==> src/common/port_d_mux_consts.vh <==
// Constants for the port D alternate function multiplexer.
`ifndef PORT_D_MUX_CONSTS_VH
`define PORT_D_MUX_CONSTS_VH

// ----------------------------------------------------------------------------
// Widths
// ----------------------------------------------------------------------------
`define PORT_WIDTH 8
`define AXI_ADDR_WIDTH 8
`define AXI_DATA_WIDTH 32
`define AXI_STRB_WIDTH 4

// ----------------------------------------------------------------------------
// Register byte offsets
// ----------------------------------------------------------------------------
`define OFS_OUT_VALUE 8'h00
`define OFS_DIRECTION 8'h04
`define OFS_PIN_INPUT 8'h08
`define OFS_CONTROL 8'h0C
`define OFS_PC_MASK 8'h10

// ----------------------------------------------------------------------------
// Control register fields and reset values
// ----------------------------------------------------------------------------
`define CTRL_PUD_BIT 0
`define CTRL_PCIE_BIT 1
`define RST_OUT_VALUE 8'h00
`define RST_DIRECTION 8'h00
`define RST_PC_MASK 8'h00
`define RST_CONTROL 2'h0

// ----------------------------------------------------------------------------
// Bus responses
// ----------------------------------------------------------------------------
`define RESP_OKAY 2'h0
`define RESP_SLVERR 2'h2

// ----------------------------------------------------------------------------
// Pin assignment within the port
// ----------------------------------------------------------------------------
`define BIT_T2_CMP_A 7
`define BIT_T2_CMP_B 6
`define BIT_T1_CAPTURE 6
`define BIT_T1_CMP_A 5
`define BIT_T1_CMP_B 4
`define BIT_S1_XCLK 4
`define BIT_IRQ1 3
`define BIT_S1_TX 3
`define BIT_IRQ0 2
`define BIT_S1_RX 2
`define BIT_S0_TX 1
`define BIT_S0_RX 0
`define PIN_CHANGE_BASE 24

`endif

==> src/rtl/sync_two_stage.v <==
// Two flip-flop synchroniser for the port pin levels.
`timescale 1ns/1ns
`default_nettype none
`include "port_d_mux_consts.vh"

module sync_two_stage (
  input wire aclk,
  input wire aresetn,
  input wire [`PORT_WIDTH-1:0] async_in,
  output wire [`PORT_WIDTH-1:0] sync_out
);

  reg [`PORT_WIDTH-1:0] stage1_ff;
  reg [`PORT_WIDTH-1:0] stage2_ff;

  always @(posedge aclk) begin
    if (!aresetn) begin
      stage1_ff <= {`PORT_WIDTH{1'b0}};
      stage2_ff <= {`PORT_WIDTH{1'b0}};
    end else begin
      stage1_ff <= async_in;
      stage2_ff <= stage1_ff;
    end
  end

  assign sync_out = stage2_ff;

endmodule // sync_two_stage

`default_nettype wire

==> src/rtl/pin_override_cell.v <==
// Generic per-pin override logic: direction, value, pull-up and input enable.
`timescale 1ns/1ns
`default_nettype none

module pin_override_cell (
  input wire dir_reg,
  input wire out_reg,
  input wire global_pullup_disable,
  input wire sleep_input_disable,
  input wire pullup_override_enable,
  input wire pullup_override_value,
  input wire direction_override_enable,
  input wire direction_override_value,
  input wire port_value_override_enable,
  input wire port_value_override_value,
  input wire input_enable_override_enable,
  input wire input_enable_override_value,
  input wire pin_level,
  output wire pin_dir,
  output wire pin_value,
  output wire pin_pullup,
  output wire pin_input
);

  wire input_enable;

  // Each override pair replaces only its own signal; the rest come from the port registers, and input enable from the sleep input disable.
  assign pin_dir = direction_override_enable ? direction_override_value : dir_reg;
  assign pin_value = port_value_override_enable ? port_value_override_value : out_reg;
  // Pull-up only for an input with its value bit set, and never while globally disabled.
  assign pin_pullup = pullup_override_enable ? pullup_override_value :
                      (~dir_reg & out_reg & ~global_pullup_disable);
  assign input_enable = input_enable_override_enable ? input_enable_override_value : ~sleep_input_disable;
  assign pin_input = pin_level & input_enable;

endmodule // pin_override_cell

`default_nettype wire

==> src/rtl/port_d_alternate_function_mux.v <==
// Port D alternate function multiplexer with its AXI4-Lite port registers.
//
// Local design decisions: the AXI4-Lite slave port and the register offsets.
`timescale 1ns/1ns
`default_nettype none
`include "port_d_mux_consts.vh"

// Summary of operation
// - Bit 7 drives timer-two compare A only while its direction bit is one.
// - Compare pins also carry PWM waveforms, under the same routing and direction.
// - Bit 6 drives timer-two compare B when its direction bit is one.
// - Bit 5 drives timer-one compare A when its direction bit is one.
// - Bit 4 drives timer-one compare B when its direction bit is one.
// - Synchronised bit 6 input feeds timer-one capture as well as pin change.
// - Bit 4 is serial one external clock, as input or as output.
// - Bit 3 feeds interrupt line one; its input stays enabled while enabled.
// - Bit 2 feeds interrupt line zero; its input stays enabled while enabled.
// - Transmitter one forces bit 3 to output with its data, pull-up off.
// - Receiver one forces bit 2 to input and routes it to the receiver.
// - Under receiver one, bit 2 pull-up equals value bit and not global disable.
// - Transmitter zero forces bit 1 to output with its data, pull-up off.
// - Receiver zero forces bit 0 to input; pull-up follows value bit, gated.
// - Bits 0 to 7 are pin change sources 24 to 31 in order.
// - Upper compare functions override value only; input kept by mask and group enable.
// - Lower receivers override pull-up and direction; transmitters override pull-up, direction, value.
// - Global pull-up disable turns every pull-up off, even input with value one.
module port_d_alternate_function_mux (
  input wire aclk,
  input wire aresetn,
  input wire [`AXI_ADDR_WIDTH-1:0] awaddr,
  input wire awvalid,
  output reg awready_ff,
  input wire [`AXI_DATA_WIDTH-1:0] wdata,
  input wire [`AXI_STRB_WIDTH-1:0] wstrb,
  input wire wvalid,
  output reg wready_ff,
  output reg [1:0] bresp_ff,
  output reg bvalid_ff,
  input wire bready,
  input wire [`AXI_ADDR_WIDTH-1:0] araddr,
  input wire arvalid,
  output reg arready_ff,
  output reg [`AXI_DATA_WIDTH-1:0] rdata_ff,
  output reg [1:0] rresp_ff,
  output reg rvalid_ff,
  input wire rready,
  input wire [`PORT_WIDTH-1:0] pad_in,
  output reg [`PORT_WIDTH-1:0] pad_out_ff,
  output reg [`PORT_WIDTH-1:0] pad_oe_ff,
  output reg [`PORT_WIDTH-1:0] pad_pullup_ff,
  input wire timer2_compare_a_out,
  input wire timer2_compare_a_enable,
  input wire timer2_compare_b_out,
  input wire timer2_compare_b_enable,
  input wire timer1_compare_a_out,
  input wire timer1_compare_a_enable,
  input wire timer1_compare_b_out,
  input wire timer1_compare_b_enable,
  input wire serial1_ext_clock_drive,
  input wire serial1_ext_clock_out,
  input wire serial0_tx_out,
  input wire serial0_tx_enable,
  input wire serial0_rx_enable,
  input wire serial1_tx_out,
  input wire serial1_tx_enable,
  input wire serial1_rx_enable,
  input wire ext_irq_line_0_enable,
  input wire ext_irq_line_1_enable,
  input wire sleep_input_disable,
  output reg timer1_capture_in_ff,
  output reg serial1_ext_clock_in_ff,
  output reg serial0_rx_in_ff,
  output reg serial1_rx_in_ff,
  output reg ext_irq_line_0_ff,
  output reg ext_irq_line_1_ff,
  output reg [`PORT_WIDTH-1:0] pin_change_src_ff,
  output reg pin_change_group3_enable_ff
);

  // --------------------------------------------------------------------------
  // Port registers
  // --------------------------------------------------------------------------
  reg [`PORT_WIDTH-1:0] out_value_ff;
  reg [`PORT_WIDTH-1:0] direction_ff;
  reg [`PORT_WIDTH-1:0] pc_mask_ff;
  reg global_pullup_disable_ff;

  // --------------------------------------------------------------------------
  // Write channel state
  // --------------------------------------------------------------------------
  reg aw_held_ff;
  reg w_held_ff;
  reg [`AXI_ADDR_WIDTH-1:0] aw_addr_ff;
  reg [`AXI_DATA_WIDTH-1:0] w_data_ff;
  reg [`AXI_STRB_WIDTH-1:0] w_strb_ff;

  wire do_write;
  wire write_mapped;
  wire read_mapped;
  reg [`AXI_DATA_WIDTH-1:0] nxt_rdata;

  // --------------------------------------------------------------------------
  // Override signal vectors, one bit per pin
  // --------------------------------------------------------------------------
  wire [`PORT_WIDTH-1:0] pullup_override_enable;
  wire [`PORT_WIDTH-1:0] pullup_override_value;
  wire [`PORT_WIDTH-1:0] direction_override_enable;
  wire [`PORT_WIDTH-1:0] direction_override_value;
  wire [`PORT_WIDTH-1:0] port_value_override_enable;
  wire [`PORT_WIDTH-1:0] port_value_override_value;
  wire [`PORT_WIDTH-1:0] input_enable_override_enable;
  wire [`PORT_WIDTH-1:0] input_enable_override_value;
  wire [`PORT_WIDTH-1:0] pin_sync;
  wire [`PORT_WIDTH-1:0] pin_dir;
  wire [`PORT_WIDTH-1:0] pin_value;
  wire [`PORT_WIDTH-1:0] pin_pullup;
  wire [`PORT_WIDTH-1:0] pin_input;
  wire [`PORT_WIDTH-1:0] pc_selected;
  wire rx1_pullup;
  wire rx0_pullup;

  // --------------------------------------------------------------------------
  // AXI4-Lite write path
  // --------------------------------------------------------------------------
  assign do_write = aw_held_ff && w_held_ff && !bvalid_ff;
  assign write_mapped = (aw_addr_ff == `OFS_OUT_VALUE) || (aw_addr_ff == `OFS_DIRECTION) ||
                        (aw_addr_ff == `OFS_PIN_INPUT) || (aw_addr_ff == `OFS_CONTROL) ||
                        (aw_addr_ff == `OFS_PC_MASK);

  always @(posedge aclk) begin
    if (!aresetn) begin
      awready_ff <= 1'b1;
      wready_ff <= 1'b1;
      bvalid_ff <= 1'b0;
      bresp_ff <= `RESP_OKAY;
      aw_held_ff <= 1'b0;
      w_held_ff <= 1'b0;
      aw_addr_ff <= {`AXI_ADDR_WIDTH{1'b0}};
      w_data_ff <= {`AXI_DATA_WIDTH{1'b0}};
      w_strb_ff <= {`AXI_STRB_WIDTH{1'b0}};
    end else begin
      if (awvalid && awready_ff) begin
        aw_addr_ff <= awaddr;
        aw_held_ff <= 1'b1;
        awready_ff <= 1'b0;
      end
      if (wvalid && wready_ff) begin
        w_data_ff <= wdata;
        w_strb_ff <= wstrb;
        w_held_ff <= 1'b1;
        wready_ff <= 1'b0;
      end
      if (do_write) begin
        aw_held_ff <= 1'b0;
        w_held_ff <= 1'b0;
        bvalid_ff <= 1'b1;
        bresp_ff <= write_mapped ? `RESP_OKAY : `RESP_SLVERR;
      end
      // Both address and data ready reopen only after the response is taken.
      if (bvalid_ff && bready) begin
        bvalid_ff <= 1'b0;
        awready_ff <= 1'b1;
        wready_ff <= 1'b1;
      end
    end
  end

  // Only byte lane 0 carries register bits; the pin input register is read-only.
  always @(posedge aclk) begin
    if (!aresetn) begin
      out_value_ff <= `RST_OUT_VALUE;
      direction_ff <= `RST_DIRECTION;
      pc_mask_ff <= `RST_PC_MASK;
      global_pullup_disable_ff <= 1'b0;
      pin_change_group3_enable_ff <= 1'b0;
    end else if (do_write && w_strb_ff[0]) begin
      case (aw_addr_ff)
        `OFS_OUT_VALUE: out_value_ff <= w_data_ff[`PORT_WIDTH-1:0];
        `OFS_DIRECTION: direction_ff <= w_data_ff[`PORT_WIDTH-1:0];
        `OFS_CONTROL: begin
          global_pullup_disable_ff <= w_data_ff[`CTRL_PUD_BIT];
          pin_change_group3_enable_ff <= w_data_ff[`CTRL_PCIE_BIT];
        end
        `OFS_PC_MASK: pc_mask_ff <= w_data_ff[`PORT_WIDTH-1:0];
        default: ;
      endcase
    end
  end

  // --------------------------------------------------------------------------
  // AXI4-Lite read path
  // --------------------------------------------------------------------------
  assign read_mapped = (araddr == `OFS_OUT_VALUE) || (araddr == `OFS_DIRECTION) ||
                       (araddr == `OFS_PIN_INPUT) || (araddr == `OFS_CONTROL) ||
                       (araddr == `OFS_PC_MASK);

  always @* begin
    nxt_rdata = {`AXI_DATA_WIDTH{1'b0}};
    case (araddr)
      `OFS_OUT_VALUE: nxt_rdata[`PORT_WIDTH-1:0] = out_value_ff;
      `OFS_DIRECTION: nxt_rdata[`PORT_WIDTH-1:0] = direction_ff;
      `OFS_PIN_INPUT: nxt_rdata[`PORT_WIDTH-1:0] = pin_input;
      `OFS_CONTROL: begin
        nxt_rdata[`CTRL_PUD_BIT] = global_pullup_disable_ff;
        nxt_rdata[`CTRL_PCIE_BIT] = pin_change_group3_enable_ff;
      end
      `OFS_PC_MASK: nxt_rdata[`PORT_WIDTH-1:0] = pc_mask_ff;
      default: nxt_rdata = {`AXI_DATA_WIDTH{1'b0}};
    endcase
  end

  always @(posedge aclk) begin
    if (!aresetn) begin
      arready_ff <= 1'b1;
      rvalid_ff <= 1'b0;
      rdata_ff <= {`AXI_DATA_WIDTH{1'b0}};
      rresp_ff <= `RESP_OKAY;
    end else begin
      if (arvalid && arready_ff) begin
        arready_ff <= 1'b0;
        rvalid_ff <= 1'b1;
        rdata_ff <= nxt_rdata;
        rresp_ff <= read_mapped ? `RESP_OKAY : `RESP_SLVERR;
      end else if (rvalid_ff && rready) begin
        rvalid_ff <= 1'b0;
        arready_ff <= 1'b1;
      end
    end
  end

  // --------------------------------------------------------------------------
  // Override table, upper half: compare outputs and serial one clock
  // --------------------------------------------------------------------------
  // The waveform (plain compare or PWM) replaces the value only; direction stays with software.
  assign port_value_override_enable[`BIT_T2_CMP_A] = timer2_compare_a_enable;
  assign port_value_override_value[`BIT_T2_CMP_A] = timer2_compare_a_out;
  assign port_value_override_enable[`BIT_T2_CMP_B] = timer2_compare_b_enable;
  assign port_value_override_value[`BIT_T2_CMP_B] = timer2_compare_b_out;
  assign port_value_override_enable[`BIT_T1_CMP_A] = timer1_compare_a_enable;
  assign port_value_override_value[`BIT_T1_CMP_A] = timer1_compare_a_out;
  // Compare B has priority on bit 4; the serial clock drives it only when compare B is off.
  assign port_value_override_enable[`BIT_T1_CMP_B] = timer1_compare_b_enable | serial1_ext_clock_drive;
  assign port_value_override_value[`BIT_T1_CMP_B] = timer1_compare_b_enable ?
                                                    timer1_compare_b_out : serial1_ext_clock_out;

  // --------------------------------------------------------------------------
  // Override table, lower half: serial transmit and receive
  // --------------------------------------------------------------------------
  assign rx1_pullup = out_value_ff[`BIT_S1_RX] & ~global_pullup_disable_ff;
  assign rx0_pullup = out_value_ff[`BIT_S0_RX] & ~global_pullup_disable_ff;

  assign pullup_override_enable = {4'h0, serial1_tx_enable, serial1_rx_enable,
                                   serial0_tx_enable, serial0_rx_enable};
  assign pullup_override_value = {4'h0, 1'b0, rx1_pullup, 1'b0, rx0_pullup};
  assign direction_override_enable = {4'h0, serial1_tx_enable, serial1_rx_enable,
                                      serial0_tx_enable, serial0_rx_enable};
  assign direction_override_value = 8'h0A;
  assign port_value_override_enable[3:0] = {serial1_tx_enable, 1'b0, serial0_tx_enable, 1'b0};
  assign port_value_override_value[3:0] = {serial1_tx_out, 1'b0, serial0_tx_out, 1'b0};

  // --------------------------------------------------------------------------
  // Digital input enable: kept on for armed pin change and interrupt lines
  // --------------------------------------------------------------------------
  assign pc_selected = pc_mask_ff & {`PORT_WIDTH{pin_change_group3_enable_ff}};
  assign input_enable_override_enable = pc_selected |
                                        ({{(`PORT_WIDTH-1){1'b0}}, ext_irq_line_1_enable} << `BIT_IRQ1) |
                                        ({{(`PORT_WIDTH-1){1'b0}}, ext_irq_line_0_enable} << `BIT_IRQ0);
  assign input_enable_override_value = {`PORT_WIDTH{1'b1}};

  // --------------------------------------------------------------------------
  // Pin cells
  // --------------------------------------------------------------------------
  sync_two_stage u_sync (
    .aclk(aclk),
    .aresetn(aresetn),
    .async_in(pad_in),
    .sync_out(pin_sync)
  );

  genvar gi;
  generate
    for (gi = 0; gi < `PORT_WIDTH; gi = gi + 1) begin : g_pin
      pin_override_cell u_cell (
        .dir_reg(direction_ff[gi]),
        .out_reg(out_value_ff[gi]),
        .global_pullup_disable(global_pullup_disable_ff),
        .sleep_input_disable(sleep_input_disable),
        .pullup_override_enable(pullup_override_enable[gi]),
        .pullup_override_value(pullup_override_value[gi]),
        .direction_override_enable(direction_override_enable[gi]),
        .direction_override_value(direction_override_value[gi]),
        .port_value_override_enable(port_value_override_enable[gi]),
        .port_value_override_value(port_value_override_value[gi]),
        .input_enable_override_enable(input_enable_override_enable[gi]),
        .input_enable_override_value(input_enable_override_value[gi]),
        .pin_level(pin_sync[gi]),
        .pin_dir(pin_dir[gi]),
        .pin_value(pin_value[gi]),
        .pin_pullup(pin_pullup[gi]),
        .pin_input(pin_input[gi])
      );
    end
  endgenerate

  // --------------------------------------------------------------------------
  // Registered outputs to the pads and to the peripherals
  // --------------------------------------------------------------------------
  always @(posedge aclk) begin
    if (!aresetn) begin
      pad_out_ff <= {`PORT_WIDTH{1'b0}};
      pad_oe_ff <= {`PORT_WIDTH{1'b0}};
      pad_pullup_ff <= {`PORT_WIDTH{1'b0}};
      timer1_capture_in_ff <= 1'b0;
      serial1_ext_clock_in_ff <= 1'b0;
      serial0_rx_in_ff <= 1'b0;
      serial1_rx_in_ff <= 1'b0;
      ext_irq_line_0_ff <= 1'b0;
      ext_irq_line_1_ff <= 1'b0;
      pin_change_src_ff <= {`PORT_WIDTH{1'b0}};
    end else begin
      // Without the direction bit (or a forced output) the value never reaches the pad.
      pad_out_ff <= pin_value;
      pad_oe_ff <= pin_dir;
      pad_pullup_ff <= pin_pullup;
      timer1_capture_in_ff <= pin_input[`BIT_T1_CAPTURE];
      serial1_ext_clock_in_ff <= pin_input[`BIT_S1_XCLK];
      serial0_rx_in_ff <= pin_input[`BIT_S0_RX];
      serial1_rx_in_ff <= pin_input[`BIT_S1_RX];
      ext_irq_line_0_ff <= pin_input[`BIT_IRQ0];
      ext_irq_line_1_ff <= pin_input[`BIT_IRQ1];
      // Source n of the port is pin change source base plus n.
      pin_change_src_ff <= pin_input & pc_selected;
    end
  end

endmodule // port_d_alternate_function_mux

`default_nettype wire

==> config.mk <==
export PLATFORM = sky130hd
export DESIGN_NAME = port_d_alternate_function_mux
export DESIGN_NICKNAME = d
export VERILOG_FILES = /design/src/rtl/sync_two_stage.v /design/src/rtl/pin_override_cell.v /design/src/rtl/port_d_alternate_function_mux.v
export VERILOG_INCLUDE_DIRS = /design/src /design/src/common
export SDC_FILE = /design/constraint.sdc
export NUM_CORES = 1
export LEC_CHECK = 0
export ABC_CLOCK_PERIOD_IN_PS = 5800
export BUFFER_PORTS_ARGS = -buffer_cell sky130_fd_sc_hd__buf_2
export CAP_MARGIN = 20
export CORE_ASPECT_RATIO = 1.1
export CORE_MARGIN = 2
export CORE_UTILIZATION = 54
export DETAILED_ROUTE_END_ITERATION = 8
export PLACE_DENSITY = 0.85
export SYNTH_ARGS = -nofsm -noshare
export SYNTH_HDL_FRONTEND = slang
export SYNTH_HIERARCHICAL = 1
export SYNTH_SLANG_ARGS = --single-unit
==> constraint.sdc <==
create_clock -name aclk -period 5.8 [get_ports aclk]
set_input_delay 0.87 -clock aclk [delete_from_list [all_inputs] [get_ports aclk]]
set_output_delay 0.87 -clock aclk [all_outputs]
set_load 0.01 [all_outputs]
Word level (Yosys, flattened, before mapping). Index checks and enable logic that the tools add are counted. Widths: inputs -> output; s select.

Bits in registers: 115. Input bits: 86.

Equal/unequal tests: 8. Muxes and demuxes: 27. Bitwise operators: 42. Reduce and logical (&&, ||, !) cells: 30.

Operator list (number): $eq 8x4->1 const B (4); $and 1x1->1 (26); $pmux 6 s4 (1); $mux 1 (23); $and 8x8->8 (2); $eq 8x3->1 const B (2); $eq 8x5->1 const B (2); $logic_not 8->1 (2); $reduce_or 2->1 (6); $not 1->1 (11); $pmux 2 s5 (1); $logic_and 1x1->1 (8); $logic_or 1x1->1 (8); $or 8x3->8 (1); $or 8x4->8 (1); $reduce_and 2->1 (4); $mux 2 (2); $reduce_bool 2->1 (1); $logic_not 1->1 (1); $or 1x1->1 (1).

Longest topological paths before layout. Gate-level depths: netlist of the first run.

Depth after elaboration: 6. Mapped depth: 8. Gate-level depth less buffers: 7.

Modules after synthesis. Netlist of the first run, hierarchy kept.

By module, submodules not included: port_d_alternate_function_mux (times used 1, cells each 390, area each 3890.0 um^2, sequential area each 1941.9 um^2); pin_override_cell (times used 8, cells each 9, area each 61.3 um^2, sequential area each 0.0 um^2); sync_two_stage (times used 1, cells each 33, area each 446.7 um^2, sequential area each 320.3 um^2).

Worst setup path before layout of the first run. OpenSTA, ideal clock, no wires.

Path type: register to register. From: register aw_addr_ff[0]. To: register global_pullup_disable_ff. Arrival time: 1.847 ns. Path slack: 3.836 ns. Stages on the path, launching flop included: 6. Buffers on the path: 1. Cell sequence: dfxtp_1 -> or4_4 -> buf_6 -> or4_2 -> mux2i_1 -> nor2b_1.

Word-level cells in the longest chain between the ends: 2.

Ends and longest elaborated chain: from (decl) (RTL line port_d_alternate_function_mux.v:93) `` reg [`AXI_ADDR_WIDTH-1:0] aw_addr_ff; ``; from (signal assigned) (RTL line port_d_alternate_function_mux.v:138) `` aw_addr_ff <= {`AXI_ADDR_WIDTH{1'b0}}; ``; from (signal assigned) (RTL line port_d_alternate_function_mux.v:143) `aw_addr_ff <= awaddr;`; $eq 8x4->1 (RTL line port_d_alternate_function_mux.v:177) `case (aw_addr_ff)`; $reduce_and 2->1 (no line); to (signal assigned) (RTL line port_d_alternate_function_mux.v:181) `` global_pullup_disable_ff <= w_data_ff[`CTRL_PUD_BIT]; ``; to (decl) (RTL line port_d_alternate_function_mux.v:86) `reg global_pullup_disable_ff;`.

Every way passes these cells. A chain may end at the register's enable or synchronous reset.

Worst setup path in the final report of the first run.
From: register aw_addr_ff[2]. To: register out_value_ff[6].

Word-level cells in the longest chain between the ends: 2.

Ends and longest elaborated chain: $logic_not 8->1 (RTL line port_d_alternate_function_mux.v:177); $reduce_and 2->1 (no line); to (signal assigned) (RTL line port_d_alternate_function_mux.v:171) `` out_value_ff <= `RST_OUT_VALUE; ``; to (signal assigned) (RTL line port_d_alternate_function_mux.v:178) `` `OFS_OUT_VALUE: out_value_ff <= w_data_ff[`PORT_WIDTH-1:0]; ``; to (decl) (RTL line port_d_alternate_function_mux.v:83) `` reg [`PORT_WIDTH-1:0] out_value_ff; ``.

Every way passes these cells.

==> results.json, run 1 <==
{
  "nets": 731,
  "io_buffers": 112,
  "ios": 166,
  "syn_inst": 495,
  "grt_pass1_wl_um": 16800,
  "finalSetupViolCount": 0,
  "worstPathRequired_ns": 6.20,
  "cp_cell_sequence": "or4b_2 > nor4_4 > mux2i_1 > nor2b_1",
  "regToRegSetupSlack_ns": 3.63,
  "final_cell_mix": "113 x dfxtp_1, 112 x buf_2, 66 x conb_1",
  "ys_seq_elements": 113,
  "finClkSkew_ns": 0.00693,
  "hold_violations": 0,
  "timing.fmax_mhz": 461,
  "arrival_ns": 2.57,
  "wl_per_cell_um": 13.7,
  "r2r_end": "out_value_ff[6]",
  "hp-start": "u_sync/stage1_ff[5]",
  "layout.cells.most_common": "dfxtp_1",
  "holdPathStages": 1,
  "dieArea_um2": 9710,
  "holdPathEnd": "u_sync/sync_out[5]",
  "fill_cells": 723,
  "cpPeakStageDelay_ns": 0.71,
  "drv_cap": 0,
  "root_buffer": "clkbuf_8",
  "path_class": "flop to flop",
  "seq_area_frac_synth_pct": 46.9,
  "dpl.hpwl_um": 7380,
  "die_w_um": 94.1,
  "drt_pre_antenna_iters": 4,
  "layout_setup_ws_ns": 3.63,
  "post_cts_buffers": 0,
  "end_kind": "flop",
  "r2r-start": "aw_addr_ff[2]",
  "p_per_area_nw_per_um2": 334,
  "synth_warnings": 6,
  "cts_resized": 0,
  "antenna_cells": 0,
  "cts.path.max_buffers": 2,
  "final.min_clock_period_ns": 2.17,
  "grt_pass1_vias": 3504,
  "clock_latency_ns": 0.51,
  "gp_congestion": 0.941,
  "cts_buffers": 17,
  "netlist_area_um2": 4830,
  "tritoncts": "done",
  "peakVddDrop_v": 0.000185,
  "startpoint_type": "flop",
  "path_clk_slew_ns": 0.05,
  "dieHeight_um": 103,
  "start_util_pct": 55.0,
  "status": "complete, no violations",
  "num_rows": 36,
  "pre_cts_slack_ns": 3.30,
  "rsz0062_at_grt": "no",
  "drive_gt1_share_pct": 27.5,
  "dp_cells": 740,
  "finalWirelength_um": 10600,
  "cp_max_fo": 8,
  "worstMarginPinSlew_ns": 0.780,
  "fin_cells": 772,
  "maxSlewViolCount": 0,
  "relSlewSlack_pct": 47.6,
  "ant_nets": 0,
  "viasPerCell": 4.92,
  "power_leakage_nw": 2.69,
  "clock-sinks": 113,
  "avgSynthCellArea_um2": 9.75,
  "grt-ovfl-total": 0,
  "coreArea_um2": 8780,
  "hp-class": "flop to flop",
  "drtIter0Drc": 213,
  "vias": 3799,
  "grtUsageTotal_pct": 22.7,
  "grt_max_degree": 65,
  "antenna_found_initial": 0,
  "holdBufCountCts": 0,
  "synth_cell_types": 39,
  "area_growth_syn_to_layout_pct": 26.9,
  "cp_slowest_cell": "or4b_2",
  "drc_errors": 0,
  "h-tree-depth": 4,
  "r2r_cells": 4,
  "period_share_pct": 37.4,
  "fin_tns_setup_ns": 0
}
routing by layer:
metal | vias up | GRT usage, % | share of wire [%]
met3 | 22 | 6.65 | 5.3
li1 | 1894 | - | -
met1 | 1760 | 26.8 | 43
met4 | 0 | 9.25 | 2.3
met5 | - | 0 | 0
met2 | 123 | 38.8 | 50
worst max-delay path: cells and delay by family, from the launching register on:
| family | cells | cell delay, ns |
|---|---|---|
| DFF | 1 | 0.34 |
| muxes | 1 | 0.31 |
| and+or+nand+nor | 3 | 1.40 |
cell type report:
cell class | instances | area, um2 | area share (%)
tap | 114 | 143 | 2.33
sequential | 113 | 2260 | 36.9
multi-input combinational | 390 | 2480 | 40.5
inverter | 10 | 37.5 | 0.613
clock buffer | 22 | 453 | 7.40
timing repair buffer | 113 | 568 | 9.28
clock inverter | 10 | 181 | 2.96
synthesized netlist by cell type:
| cell type | instances | area (um2) |
|---|---|---|
| o21a_1 | 1 | 7.51 |
| nor4_4 | 3 | 63.8 |
| buf_6 | 2 | 22.5 |
| mux2_2 | 11 | 124 |
| clkbuf_1 | 17 | 63.8 |
| and2_0 | 1 | 6.26 |
| a21o_1 | 2 | 15.0 |
| o21ai_0 | 23 | 115 |
| a31oi_1 | 2 | 12.5 |
| nand3_1 | 9 | 45.0 |
| nand2_1 | 60 | 225 |
| o2111ai_1 | 1 | 8.76 |
| nand4b_1 | 2 | 17.5 |
| nand2b_1 | 1 | 6.26 |
| or4b_2 | 1 | 10.0 |
| or3b_2 | 1 | 8.76 |
| or4bb_1 | 1 | 11.3 |
| nand3b_1 | 2 | 15.0 |
| conb_1 | 2 | 7.51 |
| nor2_1 | 7 | 26.3 |
| buf_4 | 27 | 203 |
| or2_1 | 8 | 50.1 |
| nor3_1 | 1 | 5.00 |
| dfxtp_1 | 113 | 2260 |
| and2_1 | 42 | 263 |
| inv_1 | 10 | 37.5 |
| a21boi_0 | 19 | 143 |
| mux2i_1 | 34 | 340 |
| or4_4 | 1 | 11.3 |
| and3_1 | 8 | 50.1 |
| a22oi_1 | 8 | 60.1 |
| nor2b_1 | 32 | 200 |
| o22a_1 | 8 | 70.1 |
| o41ai_2 | 8 | 130 |
| and2_2 | 12 | 90.1 |
| or4_2 | 1 | 8.76 |
| or2_2 | 1 | 6.26 |
| a21oi_1 | 5 | 25.0 |
| a21boi_1 | 8 | 60.1 |
per-stage QoR:
step                      util, %  cell area, um2  power [mW]  hold WS (ns)
after floorplan                 -            5070       0.927         0.426
after global placement       62.5            5490       0.954         0.430
after detailed placement     62.5            5490       0.959         0.432
after CTS                    69.7            6120        2.06         0.443
after global routing         69.7            6120        2.12         0.455
final                        69.7            6120        2.05         0.439
logic make-up (layout without fill, tap and decap cells):
family	Yosys count	in the layout	share of synthesized area [%]
buffers and inverters	56	155	6.77
flip-flops	113	113	46.9
multiplexers	45	45	9.62
AO/OA/AOI/OAI	85	85	13.4
other	2	66	0.156
AND/OR/NAND/NOR	194	194	23.2
how the worst max path moves through the flow:
stage	start	to	slack (ns)
floorplan	aw_addr_ff[0]	global_pullup_disable_ff	3.84
detailed placement	aresetn	rdata_ff[5]	3.30
finish	aw_addr_ff[2]	out_value_ff[6]	3.63
CTS	aw_addr_ff[2]	out_value_ff[6]	3.61
global route	aw_addr_ff[2]	out_value_ff[6]	3.46
global placement	aresetn	pin_change_src_ff[1]	3.36
power by group:
group | internal [mW] | switching (mW)
clock | 0.761 | 0.340
combinational | 0.0569 | 0.0693
sequential | 0.802 | 0.0163
Power figures use the tool's default switching activity.
==> run 2: changes to the inputs <==
--- a/config.mk
+++ b/config.mk
@@ -6,14 +6,15 @@
 export SDC_FILE = /design/constraint.sdc
 export NUM_CORES = 1
 export LEC_CHECK = 0
-export ABC_CLOCK_PERIOD_IN_PS = 5800
+export ABC_AREA = 1
+export ABC_CLOCK_PERIOD_IN_PS = 1980
 export BUFFER_PORTS_ARGS = -buffer_cell sky130_fd_sc_hd__buf_2
 export CAP_MARGIN = 20
 export CORE_ASPECT_RATIO = 1.1
 export CORE_MARGIN = 2
-export CORE_UTILIZATION = 54
+export CORE_UTILIZATION = 46
 export DETAILED_ROUTE_END_ITERATION = 8
-export PLACE_DENSITY = 0.85
+export PLACE_DENSITY = 0.77
 export SYNTH_ARGS = -nofsm -noshare
 export SYNTH_HDL_FRONTEND = slang
 export SYNTH_HIERARCHICAL = 1
==> constraint.sdc (replaced) <==
create_clock -name aclk -period 1.98 [get_ports aclk]
set_input_delay 0.297 -clock aclk [delete_from_list [all_inputs] [get_ports aclk]]
set_output_delay 0.297 -clock aclk [all_outputs]
set_load 0.01 [all_outputs]
==> results.json, run 2 <==
{
  "rsz0062_at_grt": "no",
  "gr-usage-met3_pct": 5.62,
  "yosysTopAreaCell": "dfxtp_1",
  "ios": 166,
  "io_buffers": 112,
  "r2r_cells": 5,
  "use_met2_pct": 31.2,
  "layout.cells.most_common": "nand2_1",
  "drtIter0Drc": 300,
  "cp_max_fo": 11,
  "antenna_cells": 0,
  "multi_input_area_um2": 2250,
  "dp_cells": 968,
  "vias": 4412,
  "finalSetupViolCount": 0,
  "maxSlewViolCount": 0,
  "grtUsageTotal_pct": 19.6,
  "synth_cell_types": 30,
  "holdPathStages": 3,
  "grt_pass1_vias": 4037,
  "synth_area_leaders": "dfxtp_1 45%, nand2_1 12%, inv_1 7.8%",
  "status": "complete, no violations",
  "synth_top_area_share_pct": 45.5,
  "synth-edff-count": 0,
  "busiest_layer": "met2",
  "gp_congestion": 0.819,
  "die_w_um": 103,
  "root_buffer": "clkbuf_16",
  "clock_latency_ns": 0.40,
  "post_cts_buffers": 0,
  "holdBufCountCts": 0,
  "final.min_clock_period_ns": 1.64,
  "regArea_um2": 2260,
  "worstMarginPinSlew_ns": 0.512,
  "startpoint_type": "flop",
  "power_leakage_nw": 3.33,
  "nets": 930,
  "hp-start": "pad_in[5]",
  "end_kind": "flop",
  "synth-main-ff-cell": "dfxtp_1",
  "finalWirelength_um": 11000,
  "drc_errors": 0,
  "hold_violations": 0,
  "dieArea_um2": 11700,
  "ys_top_cells_by_count": "160 x nand2_1, 113 x dfxtp_1, 104 x inv_1",
  "num_rows": 39,
  "fill_cells": 1011,
  "antenna_found_initial": 0,
  "dieHeight_um": 113,
  "async_flop_share_pct": 0,
  "avgSynthCellArea_um2": 7.20,
  "path_clk_slew_ns": 0.05,
  "path_class": "flop to flop",
  "synth_warnings": 6,
  "pre_cts_slack_ns": 0.364,
  "drive_gt1_share_pct": 20.5,
  "worstPathRequired_ns": 2.32,
  "synth_most_common_cell": "nand2_1",
  "h-tree-depth": 4,
  "area_growth_syn_to_layout_pct": 25.0,
  "layout_setup_ws_ns": 0.339,
  "ys_seq_elements": 113,
  "hp-class": "input pin to flop",
  "period_share_pct": 82.9,
  "gr-usage-met1_pct": 24.2,
  "peakVddDrop_v": 0.000483,
  "fin_tns_setup_ns": 0,
  "grt-ovfl-total": 0,
  "cts_resized": 0,
  "drv_cap": 0,
  "grt_pass1_wl_um": 17800,
  "grt_max_degree": 68,
  "start_util_pct": 47.7,
  "p_per_area_nw_per_um2": 904,
  "cp-startpoint": "aw_addr_ff[7]",
  "syn_inst": 691,
  "final_cell_mix": "160 x nand2_1, 113 x dfxtp_1, 112 x buf_2",
  "timing.fmax_mhz": 609,
  "cts.path.max_buffers": 2,
  "dpl.hpwl_um": 7830,
  "r2r-start": "aw_addr_ff[7]",
  "power_mw": 5.62,
  "fin_cells": 998,
  "viasPerCell": 4.42,
  "netlist_area_um2": 4980,
  "tritoncts": "done",
  "seq_area_frac_synth_pct": 45.5,
  "clock-sinks": 113,
  "finClkSkew_ns": 0.00769,
  "relSlewSlack_pct": 65.8,
  "drt_pre_antenna_iters": 5,
  "ant_nets": 0,
  "wl_per_cell_um": 11.0,
  "cts_buffers": 17,
  "arrival_ns": 1.98,
  "coreArea_um2": 10400
}
## run 2: cells by family (layout without fill, tap and decap cells)
kind of cell / Yosys count / after routing / synth area share [%]
AND/OR/NAND/NOR: 316 / 316 / 29.1
multiplexers: 1 / 1 / 0.226
buffers and inverters: 155 / 251 / 14.5
other: 2 / 70 / 0.151
AO/OA/AOI/OAI: 104 / 104 / 10.6
flip-flops: 113 / 113 / 45.5
## run 2: per-stage QoR
stage | hold WS [ns] | cell area (um2) | util (%)
after global placement | 0.394 | 5680 | 54.4
final | 0.0752 | 6220 | 59.6
after floorplan | 0.389 | 5230 | -
after global routing | 0.0769 | 6220 | 59.6
after detailed placement | 0.395 | 5680 | 54.4
after CTS | 0.0593 | 6220 | 59.6
## run 2: path summary, 6_finish.rpt
path,to,slack [ns]
min reg2reg,u_sync/sync_out[1],0.41
max reg2reg,out_value_ff[6],0.34
min,u_sync/stage1_ff[5],0.08
max,out_value_ff[6],0.34
## run 2: metal layers
metal	share of wire [%]	up-vias
li1	-	2339
met1	45	1900
met2	46	149
met3	6.3	24
met4	2.7	0
met5	0	-
## run 2: area by class of cell
type / count / share of cell area (%)
tap: 143 / 2.88
inverter: 106 / 6.40
clock buffer: 23 / 7.68
multi-input combinational: 491 / 36.1
clock inverter: 7 / 0.965
timing repair buffer: 115 / 9.57
sequential: 113 / 36.4
## run 2: critical path: stages (launching register included)
cell and delay [ns]:
dfxtp_1 0.33, nor3_4 0.34, nand4_1 0.43, inv_1 0.31
nor2_1 0.06, nor2_1 0.11
## run 2: power breakdown
part           leakage (nW)  internal [mW]  total (mW)  switching, mW
clock                 0.272           1.79        2.75          0.963
combinational          2.13          0.158       0.438          0.280
sequential            0.924           2.36        2.43         0.0660
total                  3.33           4.31        5.62           1.31
==> run 3: changes to the inputs <==
--- a/config.mk
+++ b/config.mk
@@ -7,14 +7,14 @@
 export NUM_CORES = 1
 export LEC_CHECK = 0
 export ABC_AREA = 1
-export ABC_CLOCK_PERIOD_IN_PS = 1980
+export ABC_CLOCK_PERIOD_IN_PS = 1600
 export BUFFER_PORTS_ARGS = -buffer_cell sky130_fd_sc_hd__buf_2
 export CAP_MARGIN = 20
 export CORE_ASPECT_RATIO = 1.1
 export CORE_MARGIN = 2
-export CORE_UTILIZATION = 46
+export CORE_UTILIZATION = 50
 export DETAILED_ROUTE_END_ITERATION = 8
-export PLACE_DENSITY = 0.77
+export PLACE_DENSITY = 0.79
 export SYNTH_ARGS = -nofsm -noshare
 export SYNTH_HDL_FRONTEND = slang
 export SYNTH_HIERARCHICAL = 1
==> constraint.sdc (replaced) <==
create_clock -name aclk -period 1.6 [get_ports aclk]
set_input_delay 0.24 -clock aclk [delete_from_list [all_inputs] [get_ports aclk]]
set_output_delay 0.24 -clock aclk [all_outputs]
set_load 0.01 [all_outputs]
==> results.json, run 3 (synthesis results as in run 2) <==
{
  "ios": 166,
  "fill_cells": 858,
  "cpPeakStageDelay_ns": 0.34,
  "finalSetupViolCount": 0,
  "antenna_found_initial": 0,
  "end_kind": "flop",
  "cts_buffers": 17,
  "num_rows": 38,
  "ant_nets": 0,
  "nets": 964,
  "peakVddDrop_v": 0.000781,
  "drt_pre_antenna_iters": 5,
  "cp_slowest_cell": "dfxtp_1",
  "hp-start": "awaddr[2]",
  "drc_errors": 0,
  "hp-class": "input pin to flop",
  "root_buffer": "clkbuf_8",
  "die_w_um": 99.1,
  "clock-sinks": 113,
  "grtUsageTotal_pct": 20.7,
  "io_buffers": 112,
  "holdPathEnd": "aw_addr_ff[2]",
  "period_share_pct": 90.9,
  "status": "complete, no violations",
  "dieArea_um2": 10800,
  "path_class": "flop to flop",
  "grt_pass1_wl_um": 17600,
  "fin_tns_setup_ns": 0,
  "grt-ovfl-total": 0,
  "finClkSkew_ns": 0.00808,
  "coreArea_um2": 9790,
  "fin_cells": 1011,
  "regArea_um2": 2260,
  "holdPathStages": 3,
  "regToRegSetupSlack_ns": 0.15,
  "dp_cells": 952,
  "cp_top_family": "simple AND/OR/NAND/NOR gates",
  "layout.cells.most_common": "nand2_1",
  "area_growth_syn_to_layout_pct": 32.4,
  "finalInstanceArea_um2": 6590,
  "layout_setup_ws_ns": 0.145,
  "grt_pass1_vias": 3944,
  "start_util_pct": 50.8,
  "crit_buf_inv": 0,
  "r2r_cells": 5,
  "cts.path.max_buffers": 2,
  "path_clk_slew_ns": 0.06,
  "h-tree-depth": 4,
  "clock_latency_ns": 0.52,
  "maxSlewViolCount": 0,
  "r2r_end": "direction_ff[1]",
  "dieHeight_um": 109,
  "drive_gt1_share_pct": 21.1,
  "finalWirelength_um": 11100,
  "timing.fmax_mhz": 687,
  "place_area_um2": 5710,
  "final.min_clock_period_ns": 1.45,
  "wl_per_cell_um": 11.0,
  "dpl.hpwl_um": 7690,
  "grt_max_degree": 58,
  "cp_cell_sequence": "nor3_4 > nand3_4 > nor2_4 > nor2_1 > nor3_2",
  "r2r-start": "aw_addr_ff[7]",
  "antenna_cells": 0,
  "p_per_area_nw_per_um2": 1130,
  "arrival_ns": 1.90,
  "final_cell_mix": "160 x nand2_1, 112 x dfxtp_1, 112 x buf_2",
  "critical_path_depth": 5,
  "tritoncts": "done",
  "viasPerCell": 4.57,
  "pre_cts_slack_ns": 0.169,
  "gp_congestion": 0.796,
  "power_leakage_nw": 3.49,
  "drtIter0Drc": 267,
  "cp_max_fo": 13,
  "multi_input_area_um2": 2250,
  "vias": 4620,
  "hold_violations": 0,
  "startpoint_type": "flop",
  "rsz0062_at_grt": "no",
  "drv_cap": 0,
  "worstPathRequired_ns": 2.04
}
## run 3: changes by cell type in the layout (fill, tap and decap cells not counted), sizes merged
cell,change
buf,+7
bufinv,+2
clkbuf,-5
clkinv,-3
clkinvlp,+4
dlygate4sd3,+27
inv,+4
## run 3: metrics by stage
stage                     total power, mW  util [%]  hold slack, ns
after global placement               3.60      58.3           0.395
after floorplan                      3.46         -           0.332
final                                7.42      67.2          0.0111
after detailed placement             3.61      58.3           0.399
after global routing                 7.70      67.2         0.00926
after CTS                            7.46      67.1         0.00190
## run 3: layer usage
metal	wire length, um	GRT usage [%]	up-vias
met4	174	7.24	0
li1	-	-	2418
met3	860	7.12	15
met5	0	0	-
met1	4850	25.1	2010
met2	5260	34.4	177
## run 3: layout make-up
| cell class | count | share of cell area (%) |
|---|---|---|
| sequential | 113 | 34.4 |
| multi-input combinational | 491 | 34.1 |
| clock buffer | 18 | 6.50 |
| clock inverter | 14 | 2.74 |
| tap | 120 | 2.28 |
| inverter | 106 | 6.04 |
| timing repair buffer | 149 | 13.9 |
## run 3: tightest hold or removal path: stages
cell and delay [ns]:
buf_2 0.08, o21ai_0 0.07, a21oi_1 0.10
## run 3: worst max path at each step
stage                                            from  slack, ns                           to
after detailed placement  pin_change_group3_enable_ff       0.17                  rdata_ff[2]
final                                   aw_addr_ff[7]       0.15              direction_ff[1]
after CTS                 pin_change_group3_enable_ff       0.07  pin_change_group3_enable_ff
after floorplan           pin_change_group3_enable_ff       0.11                  rdata_ff[3]
after global routing                    aw_addr_ff[7]       0.01              direction_ff[2]
after global placement                  aw_addr_ff[7]       0.20              direction_ff[5]
## run 3: what timing repair did
item                                    CTS  global route
hold buffers                             26             1
endpoints found under the setup margin    0             3
endpoints found under the hold margin    25             1
gates resized for setup                   0             1
setup buffers                             0             0
## run 3: power breakdown
part	total (mW)	switching (mW)	internal, mW
Clock	3.81	1.38	2.44
Combinational	0.621	0.370	0.251
Sequential	2.99	0.0710	2.92
